--- src/hw/psl_pkg.sv ---
// Constants for the per-port lamp and option-switch bits.
// Assumes a bit-addressed I/O space with 12-bit bit addresses.
package psl_pkg;

  // Width of a bit address in the serial I/O space.
  localparam int ADDR_W = 12;
  // Number of serial ports on the board.
  localparam int NUM_PORTS = 4;
  // Option switches per port.
  localparam int SW_PER_PORT = 2;
  // Width of the whole option switch pack.
  localparam int SW_W = NUM_PORTS * SW_PER_PORT;

  // Hardware base bit addresses of ports A to D, 64 bits apart.
  localparam logic [ADDR_W-1:0] PORT_A_BASE = 12'h100;
  localparam logic [ADDR_W-1:0] PORT_B_BASE = 12'h140;
  localparam logic [ADDR_W-1:0] PORT_C_BASE = 12'h180;
  localparam logic [ADDR_W-1:0] PORT_D_BASE = 12'h1c0;

  // Bit displacements from a port's hardware base.
  localparam logic [ADDR_W-1:0] LAMP_DISP = 12'h024;
  localparam logic [ADDR_W-1:0] SW_LO_DISP = 12'h024;
  localparam logic [ADDR_W-1:0] SW_HI_DISP = 12'h025;
  localparam logic [ADDR_W-1:0] AUTODIAL_DISP = 12'h037;

  // Lamp drive level after reset: dark.
  localparam logic LAMP_OFF = 1'h1;
  // Read data when nothing is addressed.
  localparam logic RD_IDLE = 1'h0;

endpackage : psl_pkg

--- src/hw/psl_cru_if.sv ---
// Write side of the bit-addressed bus, shared by the lamp bits.
// Assumes all signals change on the rising edge of clock.
`timescale 1ns/100ps
`default_nettype none

interface psl_cru_if
  import psl_pkg::*;
(
  input wire logic clock,
  input wire logic rst_b
);

  logic [ADDR_W-1:0] addr;
  logic wdata;
  logic we;

  modport host (input clock, input rst_b, output addr, output wdata, output we);
  modport lamp (input clock, input rst_b, input addr, input wdata, input we);

endinterface : psl_cru_if

`default_nettype wire

--- src/hw/psl_port_bits.sv ---
// Lamp and option-switch bits of a four-port serial expander.
// Assumes a bit-addressed host bus with one-cycle strobes on clock.
//
// The placing of the registers and strobed register access are this design's own decisions.
`timescale 1ns/100ps
`default_nettype none

// How it works
// - Writing zero to a port's lamp bit lights that lamp.
// - Writing one darkens it; the lamp holds until written again.
// - Each port's lamp bit sits at displacement 36 from its base.
// - Auto-dial lamp at displacement 55 from port A base, zero lights.
// - Each of four ports has two readable option switches.
// - A closed switch reads one, an open switch reads zero.
// - Upper switch reads at displacement 37, lower at 36.
module psl_port_bits (
  // Clock and reset.
  input wire logic clock,
  input wire logic rst_b,
  // Host bit bus.
  input wire logic [psl_pkg::ADDR_W-1:0] cru_addr,
  input wire logic cru_wdata,
  input wire logic cru_we,
  input wire logic cru_re,
  output logic cru_rdata,
  // Option switch pins, one means closed.
  input wire logic [psl_pkg::SW_W-1:0] option_switch_pack,
  // Lamp drives, low lights the lamp.
  output logic port_a_lamp_b,
  output logic port_b_lamp_b,
  output logic port_c_lamp_b,
  output logic port_d_lamp_b,
  output logic autodial_lamp_b
);
  import psl_pkg::*;

  localparam logic [ADDR_W-1:0] BASES [NUM_PORTS] =
    '{PORT_A_BASE, PORT_B_BASE, PORT_C_BASE, PORT_D_BASE};

  psl_cru_if bus (
    .clock(clock),
    .rst_b(rst_b)
  );

  logic [NUM_PORTS-1:0] lamp_b;
  logic [SW_W-1:0] sw_level;
  logic rdata_q;
  logic rdata_d;

  assign bus.addr = cru_addr;
  assign bus.wdata = cru_wdata;
  assign bus.we = cru_we;

  // Per-port lamp bits, each decoded at its own base.
  for (genvar p = 0; p < NUM_PORTS; p++)
  begin : g_lamp
    psl_lamp_bit #(
      .BIT_ADDR(BASES[p] + LAMP_DISP)
    ) u_lamp (
      .bus(bus),
      .lamp_b(lamp_b[p])
    );
  end

  psl_lamp_bit #(
    .BIT_ADDR(PORT_A_BASE + AUTODIAL_DISP)
  ) u_autodial (
    .bus(bus),
    .lamp_b(autodial_lamp_b)
  );

  assign port_a_lamp_b = lamp_b[0];
  assign port_b_lamp_b = lamp_b[1];
  assign port_c_lamp_b = lamp_b[2];
  assign port_d_lamp_b = lamp_b[3];

  // Switch pins are asynchronous and bounce, so they are synchronised.
  psl_sync2 #(
    .W(SW_W)
  ) u_sw_sync (
    .clock(clock),
    .rst_b(rst_b),
    .pin(option_switch_pack),
    .level(sw_level)
  );

  // Read decode: only switch bits answer; the lamp bits are write-only.
  always_comb
  begin
    rdata_d = RD_IDLE;
    if (cru_re)
    begin
      for (int p = 0; p < NUM_PORTS; p++)
      begin
        if (cru_addr == BASES[p] + SW_LO_DISP)
        begin
          rdata_d = sw_level[SW_PER_PORT*p];
        end
        else if (cru_addr == BASES[p] + SW_HI_DISP)
        begin
          rdata_d = sw_level[SW_PER_PORT*p+1];
        end
      end
    end
  end

  always_ff @(posedge clock)
  begin
    if (!rst_b)
    begin
      rdata_q <= RD_IDLE;
    end
    else
    begin
      rdata_q <= rdata_d;
    end
  end

  assign cru_rdata = rdata_q;

  // Checks that span the whole port map.
  for (genvar p = 0; p < NUM_PORTS; p++)
  begin : g_chk
    a_lower_switch_read: assert property (
      @(posedge clock) disable iff (!rst_b)
      (cru_re && cru_addr == BASES[p] + SW_LO_DISP)
        |=> cru_rdata == $past(sw_level[SW_PER_PORT*p]))
      else $error("lower switch read returned wrong level");

    a_upper_switch_read: assert property (
      @(posedge clock) disable iff (!rst_b)
      (cru_re && cru_addr == BASES[p] + SW_HI_DISP)
        |=> cru_rdata == $past(sw_level[SW_PER_PORT*p+1]))
      else $error("upper switch read returned wrong level");

    a_closed_reads_one: assert property (
      @(posedge clock) disable iff (!rst_b)
      (cru_re && cru_addr == BASES[p] + SW_HI_DISP
        && sw_level[SW_PER_PORT*p+1]) |=> cru_rdata)
      else $error("closed switch did not read one");

    a_lamp_write_local: assert property (
      @(posedge clock) disable iff (!rst_b)
      (cru_we && cru_addr != BASES[p] + LAMP_DISP) |=> $stable(lamp_b[p]))
      else $error("lamp changed by a write to another address");

    a_lamp_follows_write: assert property (
      @(posedge clock) disable iff (!rst_b)
      (cru_we && cru_addr == BASES[p] + LAMP_DISP)
        |=> lamp_b[p] == $past(cru_wdata))
      else $error("lamp did not follow the bit written to it");

    a_lamp_holds_idle: assert property (
      @(posedge clock) disable iff (!rst_b)
      !cru_we |=> $stable(lamp_b[p]))
      else $error("lamp changed with no write on the bus");

    a_read_keeps_lamp: assert property (
      @(posedge clock) disable iff (!rst_b)
      cru_re |=> $stable(lamp_b[p]))
      else $error("lamp changed by a read");

    a_lower_open_zero: assert property (
      @(posedge clock) disable iff (!rst_b)
      (cru_re && cru_addr == BASES[p] + SW_LO_DISP
        && !sw_level[SW_PER_PORT*p]) |=> !cru_rdata)
      else $error("open lower switch did not read zero");

    a_lower_closed_one: assert property (
      @(posedge clock) disable iff (!rst_b)
      (cru_re && cru_addr == BASES[p] + SW_LO_DISP
        && sw_level[SW_PER_PORT*p]) |=> cru_rdata)
      else $error("closed lower switch did not read one");

    a_upper_open_zero: assert property (
      @(posedge clock) disable iff (!rst_b)
      (cru_re && cru_addr == BASES[p] + SW_HI_DISP
        && !sw_level[SW_PER_PORT*p+1]) |=> !cru_rdata)
      else $error("open upper switch did not read zero");

    a_lamp_addr_switch: assert property (
      @(posedge clock) disable iff (!rst_b)
      (cru_re && cru_addr == BASES[p] + LAMP_DISP)
        |=> cru_rdata == $past(sw_level[SW_PER_PORT*p]))
      else $error("read at the lamp bit did not return the lower switch");

    a_write_then_read: assert property (
      @(posedge clock) disable iff (!rst_b)
      (cru_we && cru_addr == BASES[p] + LAMP_DISP) ##1
        (cru_re && cru_addr == BASES[p] + SW_LO_DISP)
        |=> cru_rdata == $past(sw_level[SW_PER_PORT*p]))
      else $error("lamp write disturbed the following switch read");
  end

  a_autodial_lights: assert property (
    @(posedge clock) disable iff (!rst_b)
    (cru_we && cru_addr == PORT_A_BASE + AUTODIAL_DISP)
      |=> autodial_lamp_b == $past(cru_wdata) && $stable(port_a_lamp_b))
    else $error("auto-dial lamp did not follow its write");

  a_write_keeps_switch: assert property (
    @(posedge clock) disable iff (!rst_b)
    (cru_we && cru_addr == PORT_A_BASE + LAMP_DISP) ##1
      (cru_re && cru_addr == PORT_A_BASE + SW_LO_DISP)
      |=> cru_rdata == $past(sw_level[0]))
    else $error("lamp write disturbed the switch read");

  a_rdata_one_cycle: assert property (
    @(posedge clock) disable iff (!rst_b)
    !cru_re |=> !cru_rdata)
    else $error("read data stood outside the read answer cycle");

  // Read decode kept apart from the read path, so the checks below do not reuse it.
  logic rd_mapped;

  always_comb
  begin
    rd_mapped = 1'h0;
    for (int p = 0; p < NUM_PORTS; p++)
    begin
      if (cru_addr == BASES[p] + SW_LO_DISP || cru_addr == BASES[p] + SW_HI_DISP)
      begin
        rd_mapped = 1'h1;
      end
    end
  end

  a_unmapped_reads_zero: assert property (
    @(posedge clock) disable iff (!rst_b)
    (cru_re && !rd_mapped) |=> !cru_rdata)
    else $error("read of an unmapped bit did not return zero");

  a_autodial_no_switch: assert property (
    @(posedge clock) disable iff (!rst_b)
    (cru_re && cru_addr == PORT_A_BASE + AUTODIAL_DISP) |=> !cru_rdata)
    else $error("read at the auto-dial lamp bit returned a one");

  a_autodial_holds_idle: assert property (
    @(posedge clock) disable iff (!rst_b)
    !(cru_we && cru_addr == PORT_A_BASE + AUTODIAL_DISP) |=> $stable(autodial_lamp_b))
    else $error("auto-dial lamp changed without a write to its bit");

  a_switch_two_stages: assert property (
    @(posedge clock) disable iff (!rst_b)
    ($past(rst_b) && $past(rst_b, 2)) |-> sw_level == $past(option_switch_pack, 2))
    else $error("switch level did not pass exactly two stages");

  a_reset_lamps_dark: assert property (
    @(posedge clock)
    !rst_b |=> lamp_b == {NUM_PORTS{LAMP_OFF}} && autodial_lamp_b == LAMP_OFF)
    else $error("a lamp was not dark after reset");

  a_reset_rdata_zero: assert property (
    @(posedge clock)
    !rst_b |=> cru_rdata == RD_IDLE)
    else $error("read data was not idle after reset");

endmodule : psl_port_bits

`default_nettype wire

--- src/hw/psl_sync2.sv ---
// Two-stage synchroniser for a group of slow pin levels.
// Assumes the inputs are asynchronous to clock.
`timescale 1ns/100ps
`default_nettype none

module psl_sync2 #(
  parameter int W = 1
) (
  // Clock and reset.
  input wire logic clock,
  input wire logic rst_b,
  // Pin side and clock side.
  input wire logic [W-1:0] pin,
  output logic [W-1:0] level
);

  logic [W-1:0] meta_q;
  logic [W-1:0] meta_d;
  logic [W-1:0] level_q;
  logic [W-1:0] level_d;

  always_comb
  begin
    meta_d = pin;
    level_d = meta_q;
  end

  always_ff @(posedge clock)
  begin
    if (!rst_b)
    begin
      meta_q <= '0;
      level_q <= '0;
    end
    else
    begin
      meta_q <= meta_d;
      level_q <= level_d;
    end
  end

  assign level = level_q;

endmodule : psl_sync2

`default_nettype wire

--- src/hw/psl_lamp_bit.sv ---
// One write-only lamp bit at a fixed bit address, active low.
// Assumes the bus strobe is one cycle long and clocked by clock.
`timescale 1ns/100ps
`default_nettype none

module psl_lamp_bit
  import psl_pkg::*;
#(
  parameter logic [ADDR_W-1:0] BIT_ADDR = 12'h000
) (
  // Shared write bus.
  psl_cru_if.lamp bus,
  // Lamp drive, low lights the lamp.
  output logic lamp_b
);

  logic lamp_q;
  logic lamp_d;
  logic hit;

  assign hit = bus.we && (bus.addr == BIT_ADDR);

  always_comb
  begin
    lamp_d = lamp_q;
    if (hit)
    begin
      // A zero lights, a one darkens; otherwise the lamp holds.
      lamp_d = bus.wdata;
    end
  end

  always_ff @(posedge bus.clock)
  begin
    if (!bus.rst_b)
    begin
      lamp_q <= LAMP_OFF;
    end
    else
    begin
      lamp_q <= lamp_d;
    end
  end

  assign lamp_b = lamp_q;

  a_lamp_lights_on_zero: assert property (
    @(posedge bus.clock) disable iff (!bus.rst_b)
    (bus.we && bus.addr == BIT_ADDR && !bus.wdata) |=> !lamp_b)
    else $error("lamp not lit after writing zero");

  a_lamp_off_on_one: assert property (
    @(posedge bus.clock) disable iff (!bus.rst_b)
    (bus.we && bus.addr == BIT_ADDR && bus.wdata) |=> lamp_b)
    else $error("lamp not dark after writing one");

  a_lamp_holds_state: assert property (
    @(posedge bus.clock) disable iff (!bus.rst_b)
    !(bus.we && bus.addr == BIT_ADDR) |=> $stable(lamp_b))
    else $error("lamp changed without a write to its bit");

endmodule : psl_lamp_bit

`default_nettype wire

--- config.mk ---
export PLATFORM = sky130hd
export DESIGN_NAME = psl_port_bits
export DESIGN_NICKNAME = d
export VERILOG_FILES = /design/src/hw/psl_pkg.sv /design/src/hw/psl_cru_if.sv /design/src/hw/psl_port_bits.sv /design/src/hw/psl_sync2.sv /design/src/hw/psl_lamp_bit.sv
export SDC_FILE = /design/constraint.sdc
export NUM_CORES = 1
export LEC_CHECK = 0
export ABC_CLOCK_PERIOD_IN_PS = 1100
export CAP_MARGIN = 30
export CORE_MARGIN = 2
export CORE_UTILIZATION = 55
export CTS_BUF_LIST = sky130_fd_sc_hd__clkbuf_4
export CTS_CLUSTER_SIZE = 14
export DETAILED_ROUTE_END_ITERATION = 8
export DONT_BUFFER_PORTS = 1
export PLACE_DENSITY = 0.76
export SLEW_MARGIN = 40
export SYNTH_ARGS = -nofsm -noshare
export SYNTH_HDL_FRONTEND = slang
export SYNTH_SLANG_ARGS = --single-unit
--- constraint.sdc ---
create_clock -name clock -period 1.1 [get_ports clock]
set_input_delay 0.055 -clock clock [delete_from_list [all_inputs] [get_ports clock]]
set_output_delay 0.055 -clock clock [all_outputs]
set_load 0.03 [all_outputs]
==> flow_summary.json, run 1 <==
{
  "die_w_um": 43.39,
  "netlist.area_leader.share": 0.5161,
  "setup_tns_ps": 0,
  "min_period_over_period": 0.9469,
  "clock_latency_ps": 290,
  "reg2reg_from": "u_sw_sync.level[6]$_SDFF_PN0_",
  "drtIter0Drc": 1,
  "wl_mm": 1.511,
  "cp-startpoint": "cru_addr[1]",
  "p_comb_frac": 0.086,
  "fillers": 106,
  "start_kind": "primary input",
  "io_buffers": 0,
  "synthCells": 78,
  "required_ps": 1270,
  "fp-row-count": 14,
  "grt_max_degree": 22,
  "leakagePower_nw": 0.4660,
  "instances_no_fill": 115,
  "synth-seq-cells": 22,
  "power_frac_seq": 0.654,
  "cp-end-kind": "flop",
  "grt-ovfl-total": 0,
  "power_density_nw_per_um2": 1164,
  "r2r_slack_ps": 120,
  "root_buffer": "clkbuf_4",
  "cp_max_fo": 5,
  "synth_cell_types": 19,
  "layout_common_cells": "dfxtp_1 (22), and2_1 (16), dlygate4sd3_1 (14)",
  "syn_nets": 103,
  "io_pins": 31,
  "critPathKind": "in -> reg",
  "netSwitchingPower_mw": 0.2440,
  "antenna_cells": 0,
  "netlist_area_sq_um": 853.3,
  "drc": 0,
  "min_period_ps": 1042,
  "final_common_cell": "dfxtp_1",
  "yosysWarnings": 0,
  "fin_ws_ps": 58.46,
  "syn_to_final_growth_pct": 27.57,
  "tightest_slew_ps": 520.6,
  "hold_path_end": "cru_rdata$_SDFF_PN0_",
  "ir_drop_uv": 793.4,
  "drive_above_1_share": 0.1616,
  "grt_pass1_vias": 613,
  "cap_violations": 0,
  "hold_start": "cru_addr[6]",
  "min_path_cells": 3,
  "initial_core_util": 0.5799,
  "fin_skew_ps": 2.465,
  "slew_headroom": 0.6518,
  "rr_endpoint": "cru_rdata$_SDFF_PN0_",
  "core-area_sq_um": 1471,
  "vias": 626,
  "die_area_sq_um": 1883,
  "status": "finished clean",
  "synth.avg_cell_area_sq_um": 10.94,
  "cts_inserted_buffers": 3,
  "reg2reg_depth": 4,
  "cts_buffer_depth": 2,
  "p_clk_frac": 0.261,
  "slew_violations": 0,
  "tritoncts": "built",
  "grtUsageTotal": 0.1790,
  "clock_sinks": 22,
  "min_path_type": "in -> reg",
  "place_hpwl_mm": 1.023,
  "grt_pass1_wl_mm": 2.435,
  "rsz0062_at_grt": "no",
  "routedWlPerCell_um": 13.14,
  "die_height_um": 43.39,
  "fin_nets": 126,
  "viasPerCell": 5.443,
  "post-place-ws_ps": -142.7,
  "first_pass_iters": 4,
  "max_freq_ghz": 0.9601,
  "clkTransAtPathRegs_ps": 100,
  "synth_top_cell_by_area": "dfxtp_1",
  "power.share.switching": 0.1926,
  "fin_util": 0.7398,
  "cts_setup_buffers": 0,
  "finalSetupViolCount": 0,
  "gp_congestion": 0.8196,
  "place_inst": 98,
  "p_int_mw": 1.023,
  "final_antenna_net_count": 0,
  "antenna_found_initial": 0,
  "worstPathArrival_ps": 1210,
  "hold_viol_final": 0,
  "synth_area_leaders": "dfxtp_1 (52%), and2_1 (12%), mux2i_1 (11%)",
  "yosysSeqAreaShare": 0.5161,
  "h-tree-depth": 1
}
## final cells by class
class,instances,area [sq um],share of cell area
clock buffer,3,22.52,0.02069
sequential,22,440.4,0.4046
inverter,1,3.754,0.003448
timing repair buffer,21,192.7,0.1770
multi-input combinational,52,409.1,0.3759
tap,16,20.02,0.01839
## power groups by stage
stage	clock, mW	sequential, mW	combinational [mW]
floorplan	0	0.845	0.0609
global placement	0	0.846	0.0574
detailed placement	0	0.847	0.0581
CTS	0.349	0.829	0.107
global route	0.384	0.832	0.120
finish	0.330	0.828	0.108
## what timing repair did
item / in CTS / in global routing
endpoints found under the hold margin: 22 / 0
gates resized for setup: 0 / 1
setup endpoints to repair: 0 / 1
hold buffers: 14 / 0
## through the flow
step,hold WS [ps],area [sq um],power (mW)
CTS,5.082,1084,1.285
global route,2.878,1089,1.336
floorplan,176.7,859.6,0.9064
finish,16.82,1089,1.267
global placement,121.2,920.9,0.9037
detailed placement,125.7,920.9,0.9054
## registers in the layout, indices dropped and copies added (netlist names)
name and cells:
u_sw_sync.level 8, u_autodial.lamp_b 1, u_sw_sync.level_d 8, g_lamp.u_lamp.lamp_b 4, cru_rdata 1
## routing by layer
metal / track usage / part of all wire / vias up
li1: - / - / 319
met2: 0.3015 / 0.50 / 29
met1: 0.1968 / 0.41 / 274
met4: 0.1455 / 0.022 / 0
met5: 0 / 0 / -
met3: 0.02917 / 0.063 / 4
## cells in the mapped netlist, drive strengths merged
| library cell | instances |
|---|---|
| dfxtp | 22 |
| and2 | 16 |
| mux2i | 9 |
| nand2 | 7 |
| nand4 | 6 |
| clkbuf | 3 |
| nor3b | 3 |
| nor4b | 2 |
| a221oi | 1 |
| a31oi | 1 |
| and4 | 1 |
| and4b | 1 |
| and4bb | 1 |
| inv | 1 |
| mux2 | 1 |
| nor2b | 1 |
| nor3 | 1 |
| nor4bb | 1 |
## worst max-delay path: stages
cell and delay, ps:
dlygate4sd3_1 560, nor3b_2 210, nand4_1 150, mux2i_1 170, nand2_1 60
## logic make-up (layout without fill, tap and decap cells)
| kind of cell | Yosys count | in the layout | synth area share |
|---|---|---|---|
| simple gates | 40 | 40 | 0.3182 |
| mux | 10 | 10 | 0.1232 |
| buf+inv | 4 | 25 | 0.01759 |
| flops | 22 | 22 | 0.5161 |
| compound gates | 2 | 2 | 0.02493 |
## how the worst max path moves through the flow
stage	endpoint	slack [ps]
2_1_floorplan	cru_rdata$_SDFF_PN0_	-60
3_3_place_gp	cru_rdata$_SDFF_PN0_	-100
3_5_place_dp	cru_rdata$_SDFF_PN0_	-140
4_1_cts	g_lamp[3].u_lamp.lamp_b$_SDFFE_PN1P_	20
5_1_grt	g_lamp[3].u_lamp.lamp_b$_SDFFE_PN1P_	10
6_report	g_lamp[3].u_lamp.lamp_b$_SDFFE_PN1P_	60
Note: power is estimated with default switching activity, not from simulation.
==> run 2: changes to the inputs <==
Settings changed: ABC_CLOCK_PERIOD_IN_PS 1100 to 850.
Clock period 1.1 ns to 0.85 ns, I/O delays scaled along.
==> run 2 against run 1 <==
The flow now finishes with violations (negative hold slack, negative setup slack). Sequential power grew 29%. Highest routed layer unchanged. Critical endpoint is now cru_rdata$_SDFF_PN0_. Sequential share of layout area is essentially flat. Largest power group unchanged. Via count did not move. Final cell count shrank 0.87%. Global-route usage grew 1.8 points. Register-to-register slack got worse by 200 ps.
==> flow_summary.json, run 2 (synthesized netlist as in run 1, its figures left out) <==
{
  "die_area_sq_um": 1883,
  "rsz0062_at_grt": "yes",
  "power_density_nw_per_um2": 1501,
  "grt_pass1_wl_mm": 2.677,
  "reg2reg_from": "u_sw_sync.level[2]$_SDFF_PN0_",
  "fillers": 113,
  "p_clk_frac": 0.275,
  "critPathKind": "reg -> reg",
  "grt-ovfl-total": 0,
  "first_pass_iters": 4,
  "min_period_ps": 926.1,
  "min_path_type": "in -> reg",
  "place_hpwl_um": 983.7,
  "layout_common_cells": "and2_1 (16), dfxtp_1 (15), dlygate4sd3_1 (10)",
  "leakagePower_nw": 0.4847,
  "grtUsageTotal": 0.1970,
  "status": "finished, violations left",
  "io_pins": 31,
  "cap_violations": 0,
  "post-place-ws_ps": -427.3,
  "cts_inserted_buffers": 3,
  "drive_above_1_share": 0.2449,
  "required_ps": 1080,
  "start_kind": "flop",
  "initial_core_util": 0.5799,
  "antenna_cells": 0,
  "die_w_um": 43.39,
  "tritoncts": "built",
  "hold_slack_ps": -35.16,
  "drc": 0,
  "final_common_cell": "and2_1",
  "fin_ws_ps": -76.10,
  "clock_latency_ps": 300,
  "hold_viol_final": 1,
  "gp_congestion": 0.7837,
  "cts_buffer_depth": 2,
  "cp_max_fo": 1,
  "cp_cell_sequence": "mux2i_1 > mux2_4 > a221oi_2",
  "power.share.switching": 0.2035,
  "slew_headroom": 0.6476,
  "fin_skew_ps": 6.214,
  "routedWlPerCell_um": 12.94,
  "fp-row-count": 14,
  "wl_mm": 1.475,
  "viasPerCell": 5.491,
  "finalSetupViolCount": 1,
  "setup_tns_ps": -76.10,
  "grt_pass1_vias": 643,
  "fin_nets": 124,
  "p_comb_frac": 0.082,
  "core-area_sq_um": 1471,
  "vias": 626,
  "root_buffer": "clkbuf_4",
  "clkTransAtPathRegs_ps": 110,
  "io_buffers": 0,
  "hold_start": "cru_addr[4]",
  "ir_drop_uv": 1250,
  "drtIter0Drc": 6,
  "power_frac_seq": 0.644,
  "grt_max_degree": 22,
  "violations": "negative hold slack, negative setup slack",
  "cpMaxStageDelayCell": "dfxtp_1",
  "die_height_um": 43.39,
  "power_mw": 1.666,
  "cts_hold_buf": 11,
  "max_stage_delay_ps": 320,
  "p_int_mw": 1.327,
  "worstPathArrival_ps": 1150,
  "final_antenna_net_count": 0,
  "antenna_found_initial": 0,
  "max_freq_ghz": 1.080,
  "tightest_slew_ps": 528.6,
  "min_period_over_period": 1.090,
  "cp-startpoint": "u_sw_sync.level[2]$_SDFF_PN0_",
  "clock_sinks": 22,
  "slew_violations": 0,
  "syn_to_final_growth_pct": 30.06,
  "cp-end-kind": "flop",
  "netSwitchingPower_mw": 0.3390,
  "h-tree-depth": 1
}
-- run 2: cell types whose count changed in the layout (fill, tap and decap cells not counted) --
cell	delta
nor4b_1	-1
dlygate4sd3_1	-4
nor3b_1	+1
dfxtp_2	+7
nor4b_2	+1
nor4bb_4	+1
nor3b_2	-1
buf_6	+5
dlymetal6s4s_1	+1
nor4bb_2	-1
buf_4	-4
dfxtp_1	-7
clkinv_1	+1
-- run 2: layer usage --
metal / global-route usage / wire length [um]
met3: 0.07083 / 123
met1: 0.2419 / 635
met2: 0.3015 / 668
met5: 0 / 0
met4: 0.1091 / 48
-- run 2: repair_timing --
action | in CTS | in global routing
resized for setup | 10 | 4
hold endpoints to repair | 22 | 1
pin swaps | 2 | 0
setup endpoints to repair | 7 | 27
buffers inserted | 1 | 0
-- run 2: power by group through the flow --
stage | clock network, mW | logic [mW] | registers, mW
3_3_place_gp | 0 | 0.0770 | 1.10
2_1_floorplan | 0 | 0.0921 | 1.09
6_report | 0.458 | 0.136 | 1.07
5_1_grt | 0.521 | 0.151 | 1.08
4_1_cts | 0.470 | 0.133 | 1.07
3_5_place_dp | 0 | 0.0779 | 1.10
-- run 2: area by class of cell --
type | count | area [sq um] | area share
flip-flops and latches | 22 | 449.2 | 0.4047
multi-input cells | 52 | 419.2 | 0.3777
repair buffers | 19 | 191.4 | 0.1725
clock buffers | 3 | 22.52 | 0.02029
well taps | 16 | 20.02 | 0.01804
clock inverters | 1 | 3.754 | 0.003382
inverters | 1 | 3.754 | 0.003382
-- run 2: worst paths after layout --
path	endpoint	slack [ps]	depth (start not counted)
max	cru_rdata$_SDFF_PN0_	-80	3
min	cru_rdata$_SDFF_PN0_	-40	3
max reg2reg	cru_rdata$_SDFF_PN0_	-80	3
min reg2reg	u_sw_sync.level[0]$_SDFF_PN0_	440	1
-- run 2: through the flow --
| stage | std cells | hold slack (ps) | area [sq um] | util |
|---|---|---|---|---|
| floorplan | 78 | 159.3 | 889.6 | - |
| global placement | 98 | 108.5 | 929.6 | 0.6318 |
| detailed placement | 98 | 110.1 | 929.6 | 0.6318 |
| CTS | 114 | -40.88 | 1104 | 0.7500 |
| global route | 114 | -36.25 | 1110 | 0.7543 |
| finish | 114 | -35.16 | 1110 | 0.7543 |
-- run 2: critical path, delay by kind of cell, from the launching register on --
family         cells  cell delay [ps]
AO/OA/AOI/OAI      1              210
flip-flops         1              320
multiplexers       2              330
==> run 3: changes to the inputs <==
Settings changed: SETUP_SLACK_MARGIN from default to 0.02, SYNTH_HIERARCHICAL from default to 1.
==> run 3 against run 2 <==
The flow still finishes with violations (negative hold slack, negative setup slack). Final area up 14%. Final cell count is 24% higher. Sequential power barely moved. Critical path type unchanged. Core utilization shrank 3.0 points. Synthesized area grew 21%. Highest routed layer unchanged. Via count increased by 30%.
==> flow_summary.json, run 3 <==
{
  "status": "finished, violations left",
  "violations": "negative hold slack, negative setup slack",
  "place_inst": 125,
  "initial_core_util": 0.5914,
  "grt_pass1_vias": 788,
  "clock_sinks": 22,
  "syn_to_final_growth_pct": 22.42,
  "netSwitchingPower_mw": 0.3324,
  "cap_violations": 0,
  "crit_family": "flip-flops",
  "p_comb_frac": 0.091,
  "synth_area_leaders": "dfxtp_1 (43%), and2_2 (8.7%), and4bb_1 (7.3%)",
  "io_buffers": 0,
  "slew_violations": 0,
  "power_density_nw_per_um2": 1331,
  "final_common_cell": "dfxtp_1",
  "instances_no_fill": 141,
  "die_area_sq_um": 2239,
  "synth_top_cell_by_area": "dfxtp_1",
  "vias": 815,
  "layout_common_cells": "dfxtp_1 (17), nor2b_1 (12), and2_2 (12)",
  "place_hpwl_mm": 1.304,
  "wl_mm": 1.954,
  "core-area_sq_um": 1745,
  "post-place-ws_ps": -243.3,
  "power_frac_seq": 0.638,
  "netlist_area_sq_um": 1032,
  "tightest_slew_ps": 291.5,
  "hold_slack_ps": -134.0,
  "ys.flop_type": "dfxtp_1",
  "required_ps": 1060,
  "synth_common_cells": "dfxtp_1 (22), and2_2 (12), nor2b_1 (12)",
  "min_path_type": "in -> reg",
  "fp-row-count": 15,
  "drive_above_1_share": 0.2931,
  "netlist.area_leader.share": 0.4267,
  "start_kind": "flop",
  "die_height_um": 47.32,
  "finalSetupViolCount": 2,
  "power.share.switching": 0.1976,
  "min_period_over_period": 1.052,
  "synth_edf_count": 0,
  "synthCells": 96,
  "fin_ws_ps": -44.22,
  "drtIter0Drc": 15,
  "synth-seq-cells": 22,
  "cts_hold_buf": 11,
  "antenna_found_initial": 0,
  "fin_util": 0.7240,
  "hold_viol_final": 15,
  "grtUsageTotal": 0.2060,
  "clock_latency_ps": 300,
  "h-tree-depth": 1,
  "io_pins": 31,
  "cp-end-kind": "flop",
  "max_stage_delay_ps": 330,
  "drc": 0,
  "cp_max_fo": 1,
  "root_buffer": "clkbuf_4",
  "fin_skew_ps": 7.463,
  "min_period_ps": 894.2,
  "reg2reg_from": "u_sw_sync/level[2]$_SDFF_PN0_",
  "worstPathArrival_ps": 1100,
  "gp_congestion": 0.8334,
  "final_antenna_net_count": 0,
  "grt-ovfl-total": 0,
  "tritoncts": "built",
  "syn_nets": 121,
  "antenna_cells": 0,
  "critPathKind": "reg -> reg",
  "synth.avg_cell_area_sq_um": 10.75,
  "cp_cell_sequence": "nor3_2 > nor4b_1 > o31a_1",
  "leakagePower_nw": 0.5108,
  "synthMostInstantiatedCell": "dfxtp_1",
  "hold_start": "rst_b",
  "ir_drop_uv": 1006,
  "clkTransAtPathRegs_ps": 110,
  "cpMaxStageDelayCell": "dfxtp_1",
  "synth-async-reset-ratio": 0,
  "first_pass_iters": 4,
  "grt_max_degree": 28,
  "cp-startpoint": "u_sw_sync/level[2]$_SDFF_PN0_",
  "routedWlPerCell_um": 13.86,
  "viasPerCell": 5.780,
  "cts_buffer_depth": 2,
  "slew_headroom": 0.8039,
  "setup_tns_ps": -47.89,
  "cts_inserted_buffers": 3,
  "fillers": 142,
  "p_int_mw": 1.350,
  "path_buf_inv": 0,
  "synth_cell_types": 23,
  "max_freq_ghz": 1.118,
  "die_w_um": 47.32,
  "rsz0062_at_grt": "yes",
  "fin_nets": 142,
  "yosysWarnings": 6,
  "power_mw": 1.682,
  "grt_pass1_wl_mm": 3.091,
  "p_clk_frac": 0.271,
  "yosysSeqAreaShare": 0.4267
}
[run 3: cell types whose count changed in the layout (fill, tap and decap cells not counted), moves of 3 or more]
cell / change
nor2b_1: +11
and2_1: -12
nor3b_2: +4
and2_2: +12
nand2_1: -7
mux2i_1: -3
nor2_1: +7
and4bb_1: +6
[run 3: area by class of cell]
| cell class | instances | area (sq um) | area share |
|---|---|---|---|
| flip-flops and latches | 22 | 446.7 | 0.3535 |
| multi-input cells | 73 | 585.6 | 0.4634 |
| clock buffers | 3 | 22.52 | 0.01782 |
| repair buffers | 17 | 173.9 | 0.1376 |
| clock inverters | 1 | 3.754 | 0.002970 |
| well taps | 25 | 31.28 | 0.02475 |
[run 3: power groups by stage]
stage | clock [mW] | combinational, mW | sequential [mW]
after floorplan | 0 | 0.107 | 1.09
after CTS | 0.476 | 0.150 | 1.07
after global placement | 0 | 0.107 | 1.10
after global routing | 0.526 | 0.165 | 1.08
after detailed placement | 0 | 0.109 | 1.10
final | 0.456 | 0.154 | 1.07
[run 3: per-stage QoR]
step                cell area, sq um  hold WS (ps)
floorplan                       1032         169.8
global placement                1090         169.1
detailed placement              1090         170.2
CTS                             1256        -145.2
global route                    1264        -163.1
finish                          1264        -134.0
[run 3: cell families (layout without fill, tap and decap cells)]
kind of cell	count (synthesis)	after routing	synth area share
mux	6	6	0.05818
compound gates	2	2	0.01697
simple gates	65	65	0.4873
flops	22	22	0.4267
buf+inv	1	21	0.01091
[run 3: repair_timing]
item,in CTS,in global routing
endpoints found under the hold margin,22,15
setup endpoints to repair,7,7
buffers inserted,0,1
resized for setup,11,0
[run 3: worst register-to-register path, cell delays in order, from the launching register on]
cell,delay (ps)
dfxtp_1,330
nor3_2,110
nor4b_1,70
o31a_1,290
[run 3: final timing paths]
path         cells past startpoint                            end  slack (ps)
min reg2reg                      1  u_sw_sync/level[5]$_SDFF_PN0_         450
max reg2reg                      3           cru_rdata$_SDFF_PN0_         -40
min                              1  u_sw_sync/level[5]$_SDFF_PN0_        -130
max                              3           cru_rdata$_SDFF_PN0_         -40
[run 3: per-layer routing]
layer  vias up  part of all wire  global-route usage
li1        391                 -                   -
met3         8              0.11             0.07308
met1       369              0.38              0.2346
met4         0             0.030              0.1444
met5         -                 0                   0
met2        47              0.48              0.3189
